File: src/verilog/spc_pkg.sv
// package of constants and types for the sleep and power controller
package spc_pkg;
   // ---------------------------------------------------------------
   // register map
   // ---------------------------------------------------------------
   localparam logic [7:0] SPC_SLEEP_CONTROL_OFS = 8'h3a;
   localparam logic [7:0] SPC_CLOCK_STOP_OFS    = 8'h35;
   localparam logic [7:0] SPC_COMPARATOR_OFS    = 8'h3b;
   localparam logic [7:0] SPC_STATUS_OFS        = 8'h3c;
   localparam logic [7:0] SPC_SLEEP_CONTROL_RST = 8'h00;
   localparam logic [7:0] SPC_CLOCK_STOP_RST    = 8'h00;
   localparam logic [7:0] SPC_COMPARATOR_RST    = 8'h00;
   // ---------------------------------------------------------------
   // field positions
   // ---------------------------------------------------------------
   localparam int SPC_PERMIT_BIT    = 0;
   localparam int SPC_KIND_LSB      = 1;
   localparam int SPC_KIND_MSB      = 3;
   localparam int SPC_STOP_TIMER    = 0;
   localparam int SPC_STOP_CONV     = 1;
   localparam int SPC_CMP_OFF_BIT   = 7;
   localparam int SPC_CONV_EN_BIT   = 0;
   // ---------------------------------------------------------------
   // mode codes and timing
   // ---------------------------------------------------------------
   localparam logic [2:0] SPC_KIND_IDLE    = 3'h0;
   localparam logic [2:0] SPC_KIND_NOISE   = 3'h1;
   localparam logic [2:0] SPC_KIND_PDOWN   = 3'h2;
   localparam logic [2:0] SPC_KIND_STANDBY = 3'h4;
   localparam logic [3:0] SPC_WAKE_HOLD_CYC = 4'h4;
   localparam logic [3:0] SPC_OSC_START_CYC = 4'h6;

   typedef enum logic [2:0] {
      SPC_ACTIVE,
      SPC_SLEEPING,
      SPC_OSC_START,
      SPC_HOLD
   } spc_state_e;

   // wake sources, one bit per source
   typedef struct packed {
      logic ext_level;
      logic ext_edge;
      logic pin_change;
      logic conv;
      logic comparator;
      logic other_io;
      logic watchdog;
      logic supply_monitor;
   } spc_wake_s;

   // clock gates towards the domains
   typedef struct packed {
      logic core;
      logic nonvolatile;
      logic peripheral;
      logic conv;
      logic main_osc;
   } spc_clk_en_s;
endpackage

File: src/verilog/spc_sleep_power_controller.sv
// sleep mode, clock gating and wake logic of the small controller
//
// How it works
// idle stops core and nonvolatile clocks; peripheral, converter, oscillator run
// noise-reduction also stops the peripheral clock; converter and oscillator run
// power-down stops oscillator and all clocks; wake by watchdog, level line0, pins
// standby equals power-down but the main oscillator keeps running; the code does not force the comparator off in standby
// sleep entered only if permit bit is 1 at the sleep instruction
// mode codes: 000 idle, 001 noise, 010 power-down, 100 standby
// after interrupt wake, core stays halted four cycles past start-up
// sleep and wake never touch register file or data memory
// reset during sleep wakes the core and restarts at reset vector
// in deeper modes line zero wakes only when level-sensitive
// idle wakes on all sources; noise mode on ext, pin, conv, watchdog, supply
// enabled converter starts a conversion on entering idle or noise mode
// stopped peripheral is frozen and its registers are blocked
// clearing the stop bit restarts the peripheral from its saved state
// per-peripheral stopping matters only in active and idle modes
// power-down forces the comparator off whatever its enable
// enabled converter stays on in sleep; off then on forces extended conversion
// enabled watchdog keeps running in every sleep mode
// without peripheral clock, input buffers off except wake detectors
// comparator-off bit powers comparator down and drops it as wake source
// mode field sits at bits three to one of sleep control
// permit bit sits at bit zero of sleep control
// sleep with permit clear or reserved mode acts as no-operation
`timescale 1ns/10ps
`default_nettype none
module spc_sleep_power_controller
   import spc_pkg::*;
(
   input  wire logic        clk,
   input  wire logic        rst_b,
   input  wire logic [7:0]  reg_addr,
   input  wire logic [7:0]  reg_wdata,
   input  wire logic        reg_wr,
   input  wire logic        reg_rd,
   output logic      [7:0]  reg_rdata_q,
   input  wire logic        sleep_instr,
   input  wire spc_wake_s   wake_req,
   input  wire logic        ext_line_zero_level,
   input  wire logic        conv_enabled,
   input  wire logic        watchdog_enabled,
   input  wire logic [3:0]  wake_pin_mask,
   output spc_clk_en_s      clk_en_q,
   output logic      [1:0]  periph_clk_en_q,
   output logic      [1:0]  periph_access_ok_q,
   output logic             core_halt_q,
   output logic             sleep_nop_q,
   output logic             conv_start_q,
   output logic             conv_extended_q,
   output logic             comparator_on_q,
   output logic             watchdog_run_q,
   output logic      [3:0]  input_buf_en_q,
   output logic             restart_at_reset_q
);
   // ---------------------------------------------------------------
   // decode helpers
   // ---------------------------------------------------------------
   function automatic logic kind_valid(input logic [2:0] k);
      kind_valid = (k == SPC_KIND_IDLE) || (k == SPC_KIND_NOISE) ||
                   (k == SPC_KIND_PDOWN) || (k == SPC_KIND_STANDBY);
   endfunction

   function automatic logic wake_ok(input logic [2:0] k, input spc_wake_s w,
                                    input logic cmp_off, input logic lvl);
      logic deep;
      deep = (k == SPC_KIND_PDOWN) || (k == SPC_KIND_STANDBY);
      if (k == SPC_KIND_IDLE) begin
         wake_ok = w.ext_level | w.ext_edge | w.pin_change | w.conv | w.other_io |
                   w.watchdog | w.supply_monitor | (w.comparator & ~cmp_off);
      end else if (k == SPC_KIND_NOISE) begin
         wake_ok = (w.ext_level & lvl) | w.pin_change | w.conv | w.watchdog |
                   w.supply_monitor;
      end else if (deep) begin
         wake_ok = (w.ext_level & lvl) | w.pin_change | w.watchdog;
      end else begin
         wake_ok = 1'b0;
      end
   endfunction

   // ---------------------------------------------------------------
   // registers
   // ---------------------------------------------------------------
   logic [7:0] sleep_control_q;
   logic [7:0] clock_stop_q;
   logic [7:0] comparator_ctrl_q;
   spc_state_e state_q;
   logic [2:0] active_kind_q;
   logic [3:0] count_q;
   logic       conv_en_prev_q;
   logic       conv_was_off_q;
   logic       wake_by_irq_q;
   logic [2:0] kind;
   logic       permit;
   logic       sleeping;

   assign kind   = sleep_control_q[SPC_KIND_MSB:SPC_KIND_LSB];
   assign permit = sleep_control_q[SPC_PERMIT_BIT];
   assign sleeping = (state_q != SPC_ACTIVE);

   always_ff @(posedge clk or negedge rst_b) begin
      if (!rst_b) begin
         sleep_control_q   <= SPC_SLEEP_CONTROL_RST;
         clock_stop_q      <= SPC_CLOCK_STOP_RST;
         comparator_ctrl_q <= SPC_COMPARATOR_RST;
      end else if (reg_wr) begin
         case (reg_addr)
            SPC_SLEEP_CONTROL_OFS: sleep_control_q <= {4'h0, reg_wdata[3:0]};
            SPC_CLOCK_STOP_OFS:    clock_stop_q <= {6'h00, reg_wdata[1:0]};
            SPC_COMPARATOR_OFS:    comparator_ctrl_q <= reg_wdata & 8'h81;
            default: ;
         endcase
      end
   end

   always_ff @(posedge clk or negedge rst_b) begin
      if (!rst_b) begin
         reg_rdata_q <= 8'h00;
      end else if (reg_rd) begin
         case (reg_addr)
            SPC_SLEEP_CONTROL_OFS: reg_rdata_q <= sleep_control_q;
            SPC_CLOCK_STOP_OFS:    reg_rdata_q <= clock_stop_q;
            SPC_COMPARATOR_OFS:    reg_rdata_q <= comparator_ctrl_q;
            SPC_STATUS_OFS:        reg_rdata_q <= {2'h0, conv_was_off_q, sleeping,
                                                   1'b0, active_kind_q};
            default:               reg_rdata_q <= 8'h00;
         endcase
      end else begin
         reg_rdata_q <= 8'h00;
      end
   end

   // ---------------------------------------------------------------
   // sleep sequencer
   // ---------------------------------------------------------------
   always_ff @(posedge clk or negedge rst_b) begin
      if (!rst_b) begin
         state_q       <= SPC_ACTIVE;
         active_kind_q <= SPC_KIND_IDLE;
         count_q       <= 4'h0;
         wake_by_irq_q <= 1'b0;
      end else begin
         case (state_q)
            SPC_ACTIVE: begin
               if (sleep_instr && permit && kind_valid(kind)) begin
                  state_q       <= SPC_SLEEPING;
                  active_kind_q <= kind;
               end
            end
            SPC_SLEEPING: begin
               if (wake_ok(active_kind_q, wake_req, comparator_ctrl_q[SPC_CMP_OFF_BIT],
                           ext_line_zero_level)) begin
                  wake_by_irq_q <= 1'b1;
                  count_q       <= 4'h0;
                  state_q <= (active_kind_q == SPC_KIND_PDOWN) ? SPC_OSC_START : SPC_HOLD;
               end
            end
            SPC_OSC_START: begin
               if (count_q == SPC_OSC_START_CYC - 4'h1) begin
                  count_q <= 4'h0;
                  state_q <= SPC_HOLD;
               end else begin
                  count_q <= count_q + 4'h1;
               end
            end
            SPC_HOLD: begin
               if (count_q == SPC_WAKE_HOLD_CYC - 4'h1) begin
                  count_q       <= 4'h0;
                  wake_by_irq_q <= 1'b0;
                  state_q       <= SPC_ACTIVE;
               end else begin
                  count_q <= count_q + 4'h1;
               end
            end
            default: state_q <= SPC_ACTIVE;
         endcase
      end
   end

   // ---------------------------------------------------------------
   // clock gates, only gating so state and memory are kept
   // ---------------------------------------------------------------
   always_ff @(posedge clk or negedge rst_b) begin
      if (!rst_b) begin
         clk_en_q           <= '1;
         periph_clk_en_q    <= 2'h3;
         periph_access_ok_q <= 2'h3;
         core_halt_q        <= 1'b0;
      end else begin
         core_halt_q <= (state_q != SPC_ACTIVE) &&
                        !(state_q == SPC_HOLD && count_q == SPC_WAKE_HOLD_CYC - 4'h1);
         if (state_q == SPC_SLEEPING) begin
            clk_en_q.core        <= 1'b0;
            clk_en_q.nonvolatile <= 1'b0;
            clk_en_q.peripheral  <= (active_kind_q == SPC_KIND_IDLE);
            clk_en_q.conv        <= (active_kind_q == SPC_KIND_IDLE) ||
                                    (active_kind_q == SPC_KIND_NOISE);
            clk_en_q.main_osc    <= (active_kind_q != SPC_KIND_PDOWN);
         end else if (state_q == SPC_ACTIVE) begin
            clk_en_q <= '1;
         end else begin
            clk_en_q.main_osc <= 1'b1;
         end
         if (state_q == SPC_ACTIVE ||
             (state_q == SPC_SLEEPING && active_kind_q == SPC_KIND_IDLE)) begin
            periph_clk_en_q <= ~clock_stop_q[1:0];
         end else begin
            periph_clk_en_q <= 2'h0;
         end
         periph_access_ok_q <= ~clock_stop_q[1:0];
      end
   end

   // ---------------------------------------------------------------
   // analog and watchdog side effects
   // ---------------------------------------------------------------
   always_ff @(posedge clk or negedge rst_b) begin
      if (!rst_b) begin
         conv_start_q    <= 1'b0;
         conv_extended_q <= 1'b0;
         conv_en_prev_q  <= 1'b0;
         conv_was_off_q  <= 1'b1;
         sleep_nop_q     <= 1'b0;
      end else begin
         sleep_nop_q    <= (state_q == SPC_ACTIVE) && sleep_instr &&
                           !(permit && kind_valid(kind));
         conv_en_prev_q <= conv_enabled;
         conv_start_q   <= (state_q == SPC_ACTIVE) && sleep_instr && permit && conv_enabled &&
                           ((kind == SPC_KIND_IDLE) || (kind == SPC_KIND_NOISE));
         if (!conv_enabled) begin
            conv_was_off_q <= 1'b1;
         end else if (conv_start_q) begin
            conv_was_off_q <= 1'b0;
         end
         conv_extended_q <= conv_enabled && conv_was_off_q;
      end
   end

   always_ff @(posedge clk or negedge rst_b) begin
      if (!rst_b) begin
         comparator_on_q    <= 1'b1;
         watchdog_run_q     <= 1'b0;
         input_buf_en_q     <= 4'hf;
         restart_at_reset_q <= 1'b1;
      end else begin
         comparator_on_q <= !comparator_ctrl_q[SPC_CMP_OFF_BIT] &&
                            !(state_q == SPC_SLEEPING &&
                              active_kind_q == SPC_KIND_PDOWN);
         watchdog_run_q <= watchdog_enabled;
         if (state_q != SPC_ACTIVE && active_kind_q != SPC_KIND_IDLE) begin
            input_buf_en_q <= wake_pin_mask;
         end else begin
            input_buf_en_q <= 4'hf;
         end
         restart_at_reset_q <= 1'b0;
      end
   end
endmodule
`default_nettype wire

File: config.mk
export PLATFORM = sky130hd
export DESIGN_NAME = spc_sleep_power_controller
export DESIGN_NICKNAME = d
export VERILOG_FILES = /design/src/verilog/spc_pkg.sv /design/src/verilog/spc_sleep_power_controller.sv
export SDC_FILE = /design/constraint.sdc
export NUM_CORES = 1
export LEC_CHECK = 0
export BUFFER_PORTS_ARGS = -buffer_cell sky130_fd_sc_hd__buf_2
export CORE_AREA = 5 5 82 84
export CTS_BUF_LIST = sky130_fd_sc_hd__clkbuf_16
export DETAILED_ROUTE_END_ITERATION = 16
export DIE_AREA = 0 0 87 89
export SYNTH_ARGS = -nofsm -noshare
export SYNTH_HDL_FRONTEND = slang
export SYNTH_SLANG_ARGS = --single-unit
export TNS_END_PERCENT = 30
File: constraint.sdc
create_clock -name clk -period 5.7 [get_ports clk]
set_clock_uncertainty 0.15 [all_clocks]
set_input_delay 0.855 -clock clk [delete_from_list [all_inputs] [get_ports clk]]
set_output_delay 0.855 -clock clk [all_outputs]
set_load 0.02 [all_outputs]
After elaboration in Yosys (flattened, before gate mapping):

Index checks and enable logic that the tools add are counted.

* bits in registers: 47
* word-level logic and storage cells: 121
* bits of input ports: 36

* multiplexer cells: 22
* $add $sub $neg: 1
* reductions and logical operators: 38
* equal/unequal tests: 21
* bitwise gates (word level): 16

Operators with widths (count)
* equality test 8 x 6 -> 1 bit (second input constant): 4
* case mux 8 bit (4 select lines): 1
* two-way mux 4 bit: 5
* logical AND 1 bit: 15
* equality test 3 x 2 -> 1 bit (second input constant): 4
* two-way mux 3 bit: 4
* OR 1 bit: 12
* case mux 3 bit (4 select lines): 1
* case mux 4 bit (3 select lines): 1
* AND reduction 2 bit: 5
* equality test 3 x 1 -> 1 bit (second input constant): 3
* zero test 3 bit: 3
* nonzero test 3 bit: 3
* two-way mux 8 bit: 1
* two-way mux 1 bit: 7
* equality test 3 bit (second input constant): 2
* logical OR 1 bit: 6
* inequality test 2 bit (second input constant): 3
* two-way mux 5 bit: 1
* adder 4 x 1 -> 4 bit (second input constant): 1
* equality test 4 x 2 -> 1 bit (second input constant): 1
* equality test 4 x 3 -> 1 bit (second input constant): 1
* zero test 1 bit: 4
* inequality test 2 x 1 -> 1 bit (second input constant): 2
* 7 further kinds: 8

Depth between registers and ports, before layout:

Gate-level depths: netlist (run 1).

* depth after elaboration: 11
* mapped depth: 7

Worst setup path after synthesis (run 1):

No wires, ideal clock.

* path type: input-to-reg
* start point: input port wake_req[6] (netlist bit)
* end point: register state_q[0]
* stages on the path: 5
* slack: 3.430 ns
* setup time: 0.125 ns
* arrival: 1.995 ns
* cell sequence: nor4_1 > a32oi_1 > a211oi_2 > a211oi_4 > mux2_4

* word-level cells in the longest chain between the ends: 11

RTL lines
* start, declared: line spc_sleep_power_controller.sv:40 `input wire spc_wake_s wake_req,`
* OR 1 bit (5 in a row): line spc_sleep_power_controller.sv:70 `wake_ok = w.ext_level | w.ext_edge | w.pin_change | w.conv | w.other_io |`
* OR 1 bit (2 in a row): line spc_sleep_power_controller.sv:71 `w.watchdog | w.supply_monitor | (w.comparator & ~cmp_off);`
* two-way mux 1 bit: line spc_sleep_power_controller.sv:69 `if (k == SPC_KIND_IDLE) begin`
* two-way mux 1 bit: line spc_sleep_power_controller.sv:144 `case (state_q)`
* inequality test 2 x 1 -> 1 bit (no line)
* AND reduction 4 bit (no line)
* end signal, assigned: line spc_sleep_power_controller.sv:156 `state_q <= (active_kind_q == SPC_KIND_PDOWN) ? SPC_OSC_START : SPC_HOLD;`
* end, declared: line spc_sleep_power_controller.sv:88 `spc_state_e state_q;`

No other way between the ends. The select of a mux whose other input is x is not followed.
A chain may end at the register's enable or synchronous reset.

Worst setup path after layout (run 1):

* start point: input port reg_addr[7]
* end point: register sleep_control_q[0]

* word-level cells in the longest chain between the ends: 2

RTL lines
* start, declared: line spc_sleep_power_controller.sv:34 `input wire logic [7:0] reg_addr,`
* equality test 8 x 6 -> 1 bit: line spc_sleep_power_controller.sv:108 `case (reg_addr)`
* AND reduction 2 bit (no line)
* end signal, assigned: line spc_sleep_power_controller.sv:109 `SPC_SLEEP_CONTROL_OFS: sleep_control_q <= {4'h0, reg_wdata[3:0]};`
* end, declared: line spc_sleep_power_controller.sv:85 `logic [7:0] sleep_control_q;`

No other way between the ends.

==> impl_metrics.py, run 1 <==
metrics = {
    "sta": {
        "finalCritPeriodShare_pct": 39.7,
        "hold_slack_ps": 287,
        "fin_tns_setup_ps": 0,
        "setup_viol": 0,
        "drv_slew": 0,
        "fin_crit_ps": 2260,
        "timing.final.hold_violations": 0,
        "tightest_slew_ps": 930,
        "relSlewSlack_pct": 38.0,
        "setup_slack_ps": 3440,
        "fmax_ghz": 0.442,
        "rsz0062_at_grt": "false",
    },
    "route": {
        "totalWireLength_mm": 4.08,
        "drtIter0Drc": 64,
        "vias": 1467,
        "drtPass1Iterations": 4,
        "antenna_left": 0,
        "viasPerCell": 4.70,
        "wl_per_cell_um": 13.1,
        "drc_errors": 0,
    },
    "setup_path": {
        "cpMaxStageDelayCell": "nor3b_2",
        "crit_path_end_kind": "register",
        "r2r_slack_ps": 3470,
        "crit_fanout": 5,
        "max_stage_delay_ps": 360,
        "path_cells": "buf_2, nor3_1, nor3b_2, and2_1, mux2_2",
        "criticalPathCategory": "in -> reg",
        "arrival_ps": 2270,
        "worstReg2RegStart": "state_q[1]",
        "worstPathRequired_ps": 5710,
        "startpoint": "reg_addr[7]",
        "cp-start-kind": "input pin",
    },
    "cts": {
        "cts.htree.levels": 2,
        "clk_latency_ps": 280,
        "cts_sinks": 44,
        "clock-root-buffer": "clkbuf_16",
        "clkTransAtPathRegs_ps": 60,
        "cts_setup_buffers": 0,
        "clockBufferDepth": 2,
        "cts_made_buffers": 5,
        "cts_tree": "yes",
        "hold_buffers": 0,
        "ctsResizeCount": 0,
    },
    "die": {
        "fp-row-count": 28,
        "io_pins": 64,
        "die_height_um": 89,
        "core_area_um2": 5850,
        "dieWidth_um": 87,
        "initial_core_util_pct": 34.0,
        "die_area_um2": 7740,
    },
    "pwr": {
        "total_power_mw": 0.996,
        "sw_frac_of_total_pct": 31.9,
        "leakagePower_nw": 1.19,
        "power.share.clock_pct": 29.7,
        "p_int_mw": 0.678,
        "seqPwrFrac_pct": 40.3,
        "power_density_nw_per_um2": 395,
        "irDropWorstVdd_uv": 138,
        "comb_power_share_pct": 30.0,
        "p_sw_mw": 0.318,
    },
    "cells_and_area": {
        "drive_above_1_share_pct": 42.2,
        "nNetsFinal": 279,
        "post-route-util_pct": 43.1,
        "diodes": 0,
        "regArea_um2": 1120,
        "multi_input_area_um2": 826,
        "area_growth_pct": 26.6,
        "fill_cells": 571,
    },
    "yosys": {
        "synthDominantCellAreaShare_pct": 36.5,
        "syn_area_um2": 1990,
        "ys_async_sr_fraction_pct": 100,
        "netlist_instances": 173,
        "ys.flop_type": "dfrtp_1",
        "synth_edf_count": 0,
        "synth_area_per_cell_um2": 11.5,
        "ys_seq_area_share_pct": 56.3,
        "ys_warn_count": 0,
        "synth_top_cells_by_area": "dfrtp_1 (36%), dfstp_2 (20%), mux2_2 (6.2%)",
        "yosysTopAreaCell": "dfrtp_1",
        "ys_seq_elements": 44,
        "synth_cell_type_count": 40,
    },
    "global_routing": {
        "grt_max_degree": 45,
        "overflow": 0,
        "grtUsageTotal_pct": 10.8,
        "grt_pass1_wl_mm": 6.47,
        "antenna_found_initial": 0,
        "first_global_vias": 1420,
    },
    "placement": {
        "dp_hpwl_mm": 3.13,
        "dp_slack_ps": 3140,
        "numPortBuffers": 59,
        "gp_congestion": 0.742,
    },
    "status": {
        "outcome": "completed",
    },
    "hold_path": {
        "min-delay-start": "conv_start_q",
        "worst_hold_path_type": "reg -> reg",
    },
    "flow_run": {
        "drv_cap": 0,
    },
}
## through the flow
stage                     instances  cell area, um^2
after floorplan                 174             1990
after global placement          304             2360
after detailed placement        304             2360
after CTS                       312             2520
after global routing            312             2520
final                           312             2520
## metal layers
layer,part of all wire (%),track usage (%),vias up
met2,49,18.4,34
met3,6.8,3.23,4
met1,42,12.7,698
li1,-,-,731
met5,0,0,-
met4,1.5,4.53,0
## power by group through the flow
stage	Combinational [mW]	Sequential (mW)	Clock, mW
6_report	0.298	0.401	0.296
5_1_grt	0.334	0.409	0.317
4_1_cts	0.302	0.402	0.308
3_5_place_dp	0.302	0.407	0
3_3_place_gp	0.298	0.406	0
2_1_floorplan	0.197	0.431	0
## cells in the final DEF, fill, tap and decap left out, drive strengths merged, types with 4 or more instances in the layout
master	n
a211oi	4
a21oi	7
and3	4
buf	59
clkbuf	6
dfrtp	29
dfstp	15
ha	7
inv	8
mux2	13
nand2	8
nand2b	5
nand3	4
nor2	21
nor2b	4
o21ai	9
o31ai	4
or3	4
## final timing paths
| path | end | depth (start not counted) |
|---|---|---|
| min in group asynchronous | core_halt_q | 1 |
| max in group asynchronous | comparator_ctrl_q[7] | 1 |
| setup reg to reg | state_q[1] | 6 |
| hold / removal | conv_was_off_q | 1 |
| setup / recovery | sleep_control_q[0] | 5 |
| hold reg to reg | conv_was_off_q | 1 |
## logic make-up after synthesis
family,after synthesis,synth area share (%)
fa+ha+maj,7,4.40
buf+inv,11,2.45
mux,13,7.73
compound gates,33,12.1
simple gates,64,16.8
flops,44,56.3
other cells,1,0.188
## sequential cells by signal, indices dropped and copies added (netlist names), 2 cells and up
name / count
periph_clk_en_q: 2
periph_access_ok_q: 2
sleep_control_q: 4
active_kind_q: 3
clock_stop_q: 2
reg_rdata_q: 7
count_q: 4
clk_en_q: 4
comparator_ctrl_q: 2
input_buf_en_q: 4
state_q: 2
## worst max-delay path, delay by kind of cell
family,cells,cell delay [ps]
buf+inv,1,100
mux,1,360
simple gates,3,970
## area by class of cell
class	instances	area share (%)
clock inverters	2	0.348
repair buffers	59	11.7
clock buffers	6	5.96
inverters	7	1.04
well taps	75	3.72
multi-input cells	119	32.8
flip-flops and latches	44	44.4
## cell usage after synthesis, types with 2 or more instances
library cell and count:
dfrtp_1 29, nor2_1 21, dfstp_2 15, mux2_2 11, nand2_1 8, o21ai_0 8, a21oi_1 7, ha_1 7
inv_1 7, nand2b_1 5, and3_1 4, nand3_1 4, nor2b_1 4, o31ai_1 4, or3_1 4, nor3_1 3
a211oi_2 2, a22o_1 2, a22oi_1 2, a32oi_1 2, and2_1 2, buf_4 2, clkbuf_1 2, mux2_4 2
Note: power is estimated with default switching activity, not from simulation.
==> run 2: changes to the inputs <==
clock period = 2.36 ns   (was 5.7 ns; I/O delays follow)
==> run 2 against run 1 <==
Net effect: the flow now finishes with violations (hold timing); global-route usage increased by 0.42 points; sequential cell count unchanged; via count increased by 1.6%; critical path depth increased by 1; critical endpoint is now state_q[0]; largest power group unchanged.
==> impl_metrics.py, run 2 (synthesis gave the netlist of run 1 again) <==
metrics = {
    "status": {
        "outcome": "finished, violations left",
        "violations": "hold timing",
    },
    "setup_path": {
        "r2r-end": "state_q[0]",
        "r2r_cells": 6,
        "criticalPathCategory": "reg -> reg",
        "r2r_slack_ps": 230,
        "crit_fanout": 8,
        "worstPathRequired_ps": 2370,
        "startpoint": "active_kind_q[2]",
        "cp-start-kind": "register",
        "arrival_ps": 2140,
        "worstReg2RegStart": "active_kind_q[2]",
        "crit_path_end_kind": "register",
    },
    "route": {
        "drtIter0Drc": 45,
        "vias": 1491,
        "wl_per_cell_um": 13.5,
        "drtPass1Iterations": 4,
        "antenna_left": 0,
        "totalWireLength_mm": 4.29,
        "viasPerCell": 4.67,
        "drc_errors": 0,
    },
    "pwr": {
        "leakagePower_nw": 1.23,
        "total_power_mw": 2.48,
        "irDropWorstVdd_uv": 367,
        "power_density_nw_per_um2": 962,
    },
    "die": {
        "fp-row-count": 28,
        "initial_core_util_pct": 34.0,
        "core_area_um2": 5850,
        "die_height_um": 89,
        "io_pins": 64,
        "die_area_um2": 7740,
        "dieWidth_um": 87,
    },
    "cts": {
        "clock-root-buffer": "clkbuf_16",
        "cts_setup_buffers": 0,
        "cts_made_buffers": 5,
        "clk_latency_ps": 290,
        "cts_sinks": 44,
        "cts.htree.levels": 2,
        "ctsResizeCount": 0,
        "cts_tree": "yes",
        "clockBufferDepth": 2,
        "hold_buffers": 0,
        "clkTransAtPathRegs_ps": 60,
    },
    "cells_and_area": {
        "area_growth_pct": 29.5,
        "multi_input_area_um2": 826,
        "fill_cells": 543,
        "drive_above_1_share_pct": 43.9,
        "regArea_um2": 1120,
        "regMostFlops": "reg_rdata_q",
        "most-common-layout-cells": "buf_2 (59), dfrtp_1 (29), nor2_1 (21), dfstp_2 (15), mux2_2 (11)",
        "final_common_cell": "buf_2",
        "nNetsFinal": 286,
        "diodes": 0,
        "largest_reg_flops": 7,
    },
    "sta": {
        "setup_viol": 0,
        "hold_slack_ps": -11.7,
        "rsz0062_at_grt": "false",
        "drv_slew": 0,
        "finalCritPeriodShare_pct": 90.4,
        "fin_tns_setup_ps": 0,
        "fmax_ghz": 0.469,
        "fin_crit_ps": 2130,
        "relSlewSlack_pct": 64.1,
        "timing.final.hold_violations": 19,
        "tightest_slew_ps": 538,
    },
    "global_routing": {
        "grt_max_degree": 45,
        "first_global_vias": 1460,
        "grtUsageTotal_pct": 11.2,
        "grt_pass1_wl_mm": 6.79,
        "overflow": 0,
        "antenna_found_initial": 0,
    },
    "placement": {
        "dp_hpwl_mm": 3.26,
        "gp_congestion": 0.808,
        "numPortBuffers": 59,
    },
    "flow_run": {
        "drv_cap": 0,
    },
    "hold_path": {
        "worst_hold_path_type": "in -> async",
    },
}
-- run 2: changes by cell type in the layout (fill, tap and decap cells not counted) --
cell / before / now
buf_4: 0 / 7
bufinv_16: 0 / 1
clkbuf_16: 6 / 5
-- run 2: how the worst max path moves through the flow --
stage	endpoint	slack [ps]
after global routing	state_q[0]	160
after detailed placement	state_q[0]	250
after global placement	state_q[1]	270
after CTS	state_q[0]	220
after floorplan	state_q[0]	450
final	state_q[0]	230
-- run 2: cell type report --
type                            instances  share of cell area (%)
Clock buffer                            5                    4.85
Clock inverter                          3                    1.50
Inverter                                7                    1.02
Multi-Input combinational cell        119                    32.0
Sequential cell                        44                    43.4
Tap cell                               75                    3.64
Timing Repair Buffer                   66                    13.5
-- run 2: per-layer routing --
metal	track usage (%)	routed length (um)
met3	2.76	256
met5	0	0
met1	13.7	1870
met4	3.82	48
met2	19.4	2120
-- run 2: critical path, stage by stage, from the launching register on --
cell and delay, ps:
dfrtp_1 460, or3b_1 440, o221ai_2 210, a211oi_2 50, buf_4 180, a211oi_4 210, mux2_4 320
-- run 2: stage by stage --
step / cell area [um^2] / util, % / cells / hold WS [ps] / setup slack (ps)
after global routing: 2580 / 44.1 / 319 / 20.5 / 161
after detailed placement: 2410 / 41.3 / 311 / 293 / 254
after CTS: 2580 / 44.1 / 319 / 7.64 / 222
after floorplan: 1990 / - / 174 / -91.6 / 455
final: 2580 / 44.1 / 319 / -11.7 / 227
after global placement: 2410 / 41.3 / 311 / 266 / 267
-- run 2: report_power, final --
part	switching [mW]	total, mW	leakage (nW)	internal (mW)
logic	0.427	0.745	0.599	0.318
registers	0.0783	0.968	0.546	0.890
clock network	0.274	0.767	0.0850	0.493
total	0.779	2.48	1.23	1.70
==> run 3: changes to the inputs <==
clock period = 1.75 ns   (was 2.36 ns; I/O delays follow)
==> run 3 against run 2 <==
Net effect: the flow finishes with violations (setup timing); power grew 48%; global-route usage grew 1.3 points; die area is the same; worst setup slack lost 390 ps; largest power group is now combinational cells.
==> impl_metrics.py, run 3 (synthesis gave the netlist of run 1 again) <==
metrics = {
    "status": {
        "outcome": "finished, violations left",
        "violations": "setup timing",
    },
    "cells_and_area": {
        "regMostFlops": "reg_rdata_q",
        "fin_cells": 347,
        "largest_reg_flops": 7,
        "drive_above_1_share_pct": 51.8,
        "diodes": 0,
        "final_common_cell": "buf_2",
        "nNetsFinal": 314,
        "fin_area_um2": 2820,
        "most-common-layout-cells": "buf_2 (59), buf_4 (33), dfrtp_1 (29), nor2_1 (21), dfstp_2 (15)",
        "area_growth_pct": 41.7,
    },
    "die": {
        "initial_core_util_pct": 34.0,
        "io_pins": 64,
        "die_area_um2": 7740,
        "die_height_um": 89,
        "core_area_um2": 5850,
        "fp-row-count": 28,
        "dieWidth_um": 87,
    },
    "route": {
        "wl_per_cell_um": 13.4,
        "drtPass1Iterations": 3,
        "totalWireLength_mm": 4.65,
        "viasPerCell": 4.57,
        "drc_errors": 0,
        "drtIter0Drc": 37,
        "vias": 1586,
        "antenna_left": 0,
    },
    "cts": {
        "cts_sinks": 44,
        "clk_latency_ps": 280,
        "cts.htree.levels": 2,
        "cts_tree": "yes",
        "clockBufferDepth": 2,
        "clock-root-buffer": "clkbuf_16",
        "clkTransAtPathRegs_ps": 60,
        "cts_made_buffers": 5,
    },
    "pwr": {
        "p_sw_mw": 1.18,
        "sw_frac_of_total_pct": 32.1,
        "power.share.clock_pct": 26.8,
        "power_density_nw_per_um2": 1300,
        "seqPwrFrac_pct": 35.3,
        "p_int_mw": 2.49,
        "leakagePower_nw": 1.36,
        "irDropWorstVdd_uv": 641,
        "comb_power_share_pct": 37.9,
    },
    "setup_path": {
        "criticalPathCategory": "reg -> reg",
        "worstPathRequired_ps": 1770,
        "r2r_cells": 5,
        "cp_num_buf_inv": 0,
        "startpoint": "active_kind_q[2]",
        "worstReg2RegStart": "active_kind_q[2]",
        "path_delay_family": "compound AO/OA/AOI/OAI gates",
        "arrival_ps": 1930,
        "path_cells": "or3b_4, o221ai_2, a211oi_2, a211oi_4, mux2_4",
        "crit_path_end_kind": "register",
        "r2r_slack_ps": -160,
        "r2r-end": "state_q[0]",
        "crit_fanout": 4,
        "cp-start-kind": "register",
        "cp_num_cells": 5,
        "max_stage_delay_ps": 410,
        "cpMaxStageDelayCell": "dfrtp_1",
        "cp-endpoint": "state_q[0]",
    },
    "hold_path": {
        "worst_hold_path_type": "in -> reg",
    },
    "sta": {
        "fmax_ghz": 0.523,
        "drv_slew": 0,
        "finalCritPeriodShare_pct": 109,
        "tightest_slew_ps": 539,
        "timing.final.hold_violations": 0,
        "setup_viol": 9,
        "relSlewSlack_pct": 64.1,
        "setup_slack_ps": -162,
        "rsz0062_at_grt": "true",
        "fin_crit_ps": 1910,
    },
    "global_routing": {
        "grt_max_degree": 45,
        "overflow": 0,
        "grt_pass1_wl_mm": 7.49,
        "grtUsageTotal_pct": 12.5,
        "first_global_vias": 1635,
        "antenna_found_initial": 0,
    },
    "placement": {
        "dp_hpwl_mm": 3.59,
        "placedCellCount": 336,
        "place_area_um2": 2600,
        "numPortBuffers": 59,
        "gp_congestion": 0.759,
    },
    "flow_run": {
        "drv_cap": 0,
    },
}
-- run 3: worst register-to-register path, cell delays in order (launching register included) --
cell      delay [ps]
dfrtp_1          410
or3b_4           390
o221ai_2         200
a211oi_2          90
a211oi_4         230
mux2_4           330
-- run 3: final cells by class --
| type | count | area (um^2) |
|---|---|---|
| Clock buffer | 6 | 150 |
| Clock inverter | 2 | 12.5 |
| Fill cell | 545 | 3030 |
| Inverter | 7 | 26.3 |
| Multi-Input combinational cell | 119 | 855 |
| Sequential cell | 44 | 1120 |
| Tap cell | 75 | 93.8 |
| Timing Repair Buffer | 94 | 563 |
-- run 3: timing repair --
| item | in CTS | in global routing |
|---|---|---|
| setup buffers | 1 | 0 |
| setup endpoints to repair | 9 | 9 |
| hold buffers | 2 | 0 |
| pin swaps | 3 | 1 |
| hold endpoints to repair | 30 | 0 |
| resized for setup | 4 | 9 |
-- run 3: power by group through the flow --
| stage | registers [mW] | logic, mW | clock network (mW) |
|---|---|---|---|
| final | 1.30 | 1.39 | 0.985 |
| after global routing | 1.31 | 1.53 | 1.05 |
| after CTS | 1.29 | 1.35 | 1.01 |
| after detailed placement | 1.31 | 1.31 | 0 |
| after global placement | 1.31 | 1.27 | 0 |
| after floorplan | 1.40 | 0.643 | 0 |
-- run 3: how the worst min path moves through the flow --
stage	from	endpoint	slack, ps	cells past startpoint
after CTS	wake_pin_mask[1]	input_buf_en_q[1]	10	2
final	wake_pin_mask[1]	input_buf_en_q[1]	20	2
after global placement	rst_b	core_halt_q	220	2
after floorplan	rst_b	active_kind_q[0]	-180	0
after detailed placement	rst_b	core_halt_q	230	2
after global routing	conv_enabled	conv_was_off_q	30	2
-- run 3: metal layers --
metal	up-vias	GRT usage, %	part of all wire [%]
li1	795	-	-
met1	758	14.4	41
met2	31	22.8	54
met3	2	2.86	4.8
met4	0	4.25	0.86
met5	-	0	0
-- run 3: per-stage QoR --
stage | power [mW] | setup TNS, ps | util [%] | hold WS, ps | setup WS (ps)
after floorplan | 2.05 | -325 | - | -183 | -155
after global placement | 2.58 | -1020 | 44.5 | 216 | -154
after detailed placement | 2.62 | -1220 | 44.5 | 226 | -169
after CTS | 3.65 | -878 | 47.9 | 14.5 | -164
after global routing | 3.89 | -1460 | 48.2 | 26.5 | -222
final | 3.67 | -765 | 48.2 | 20.6 | -162
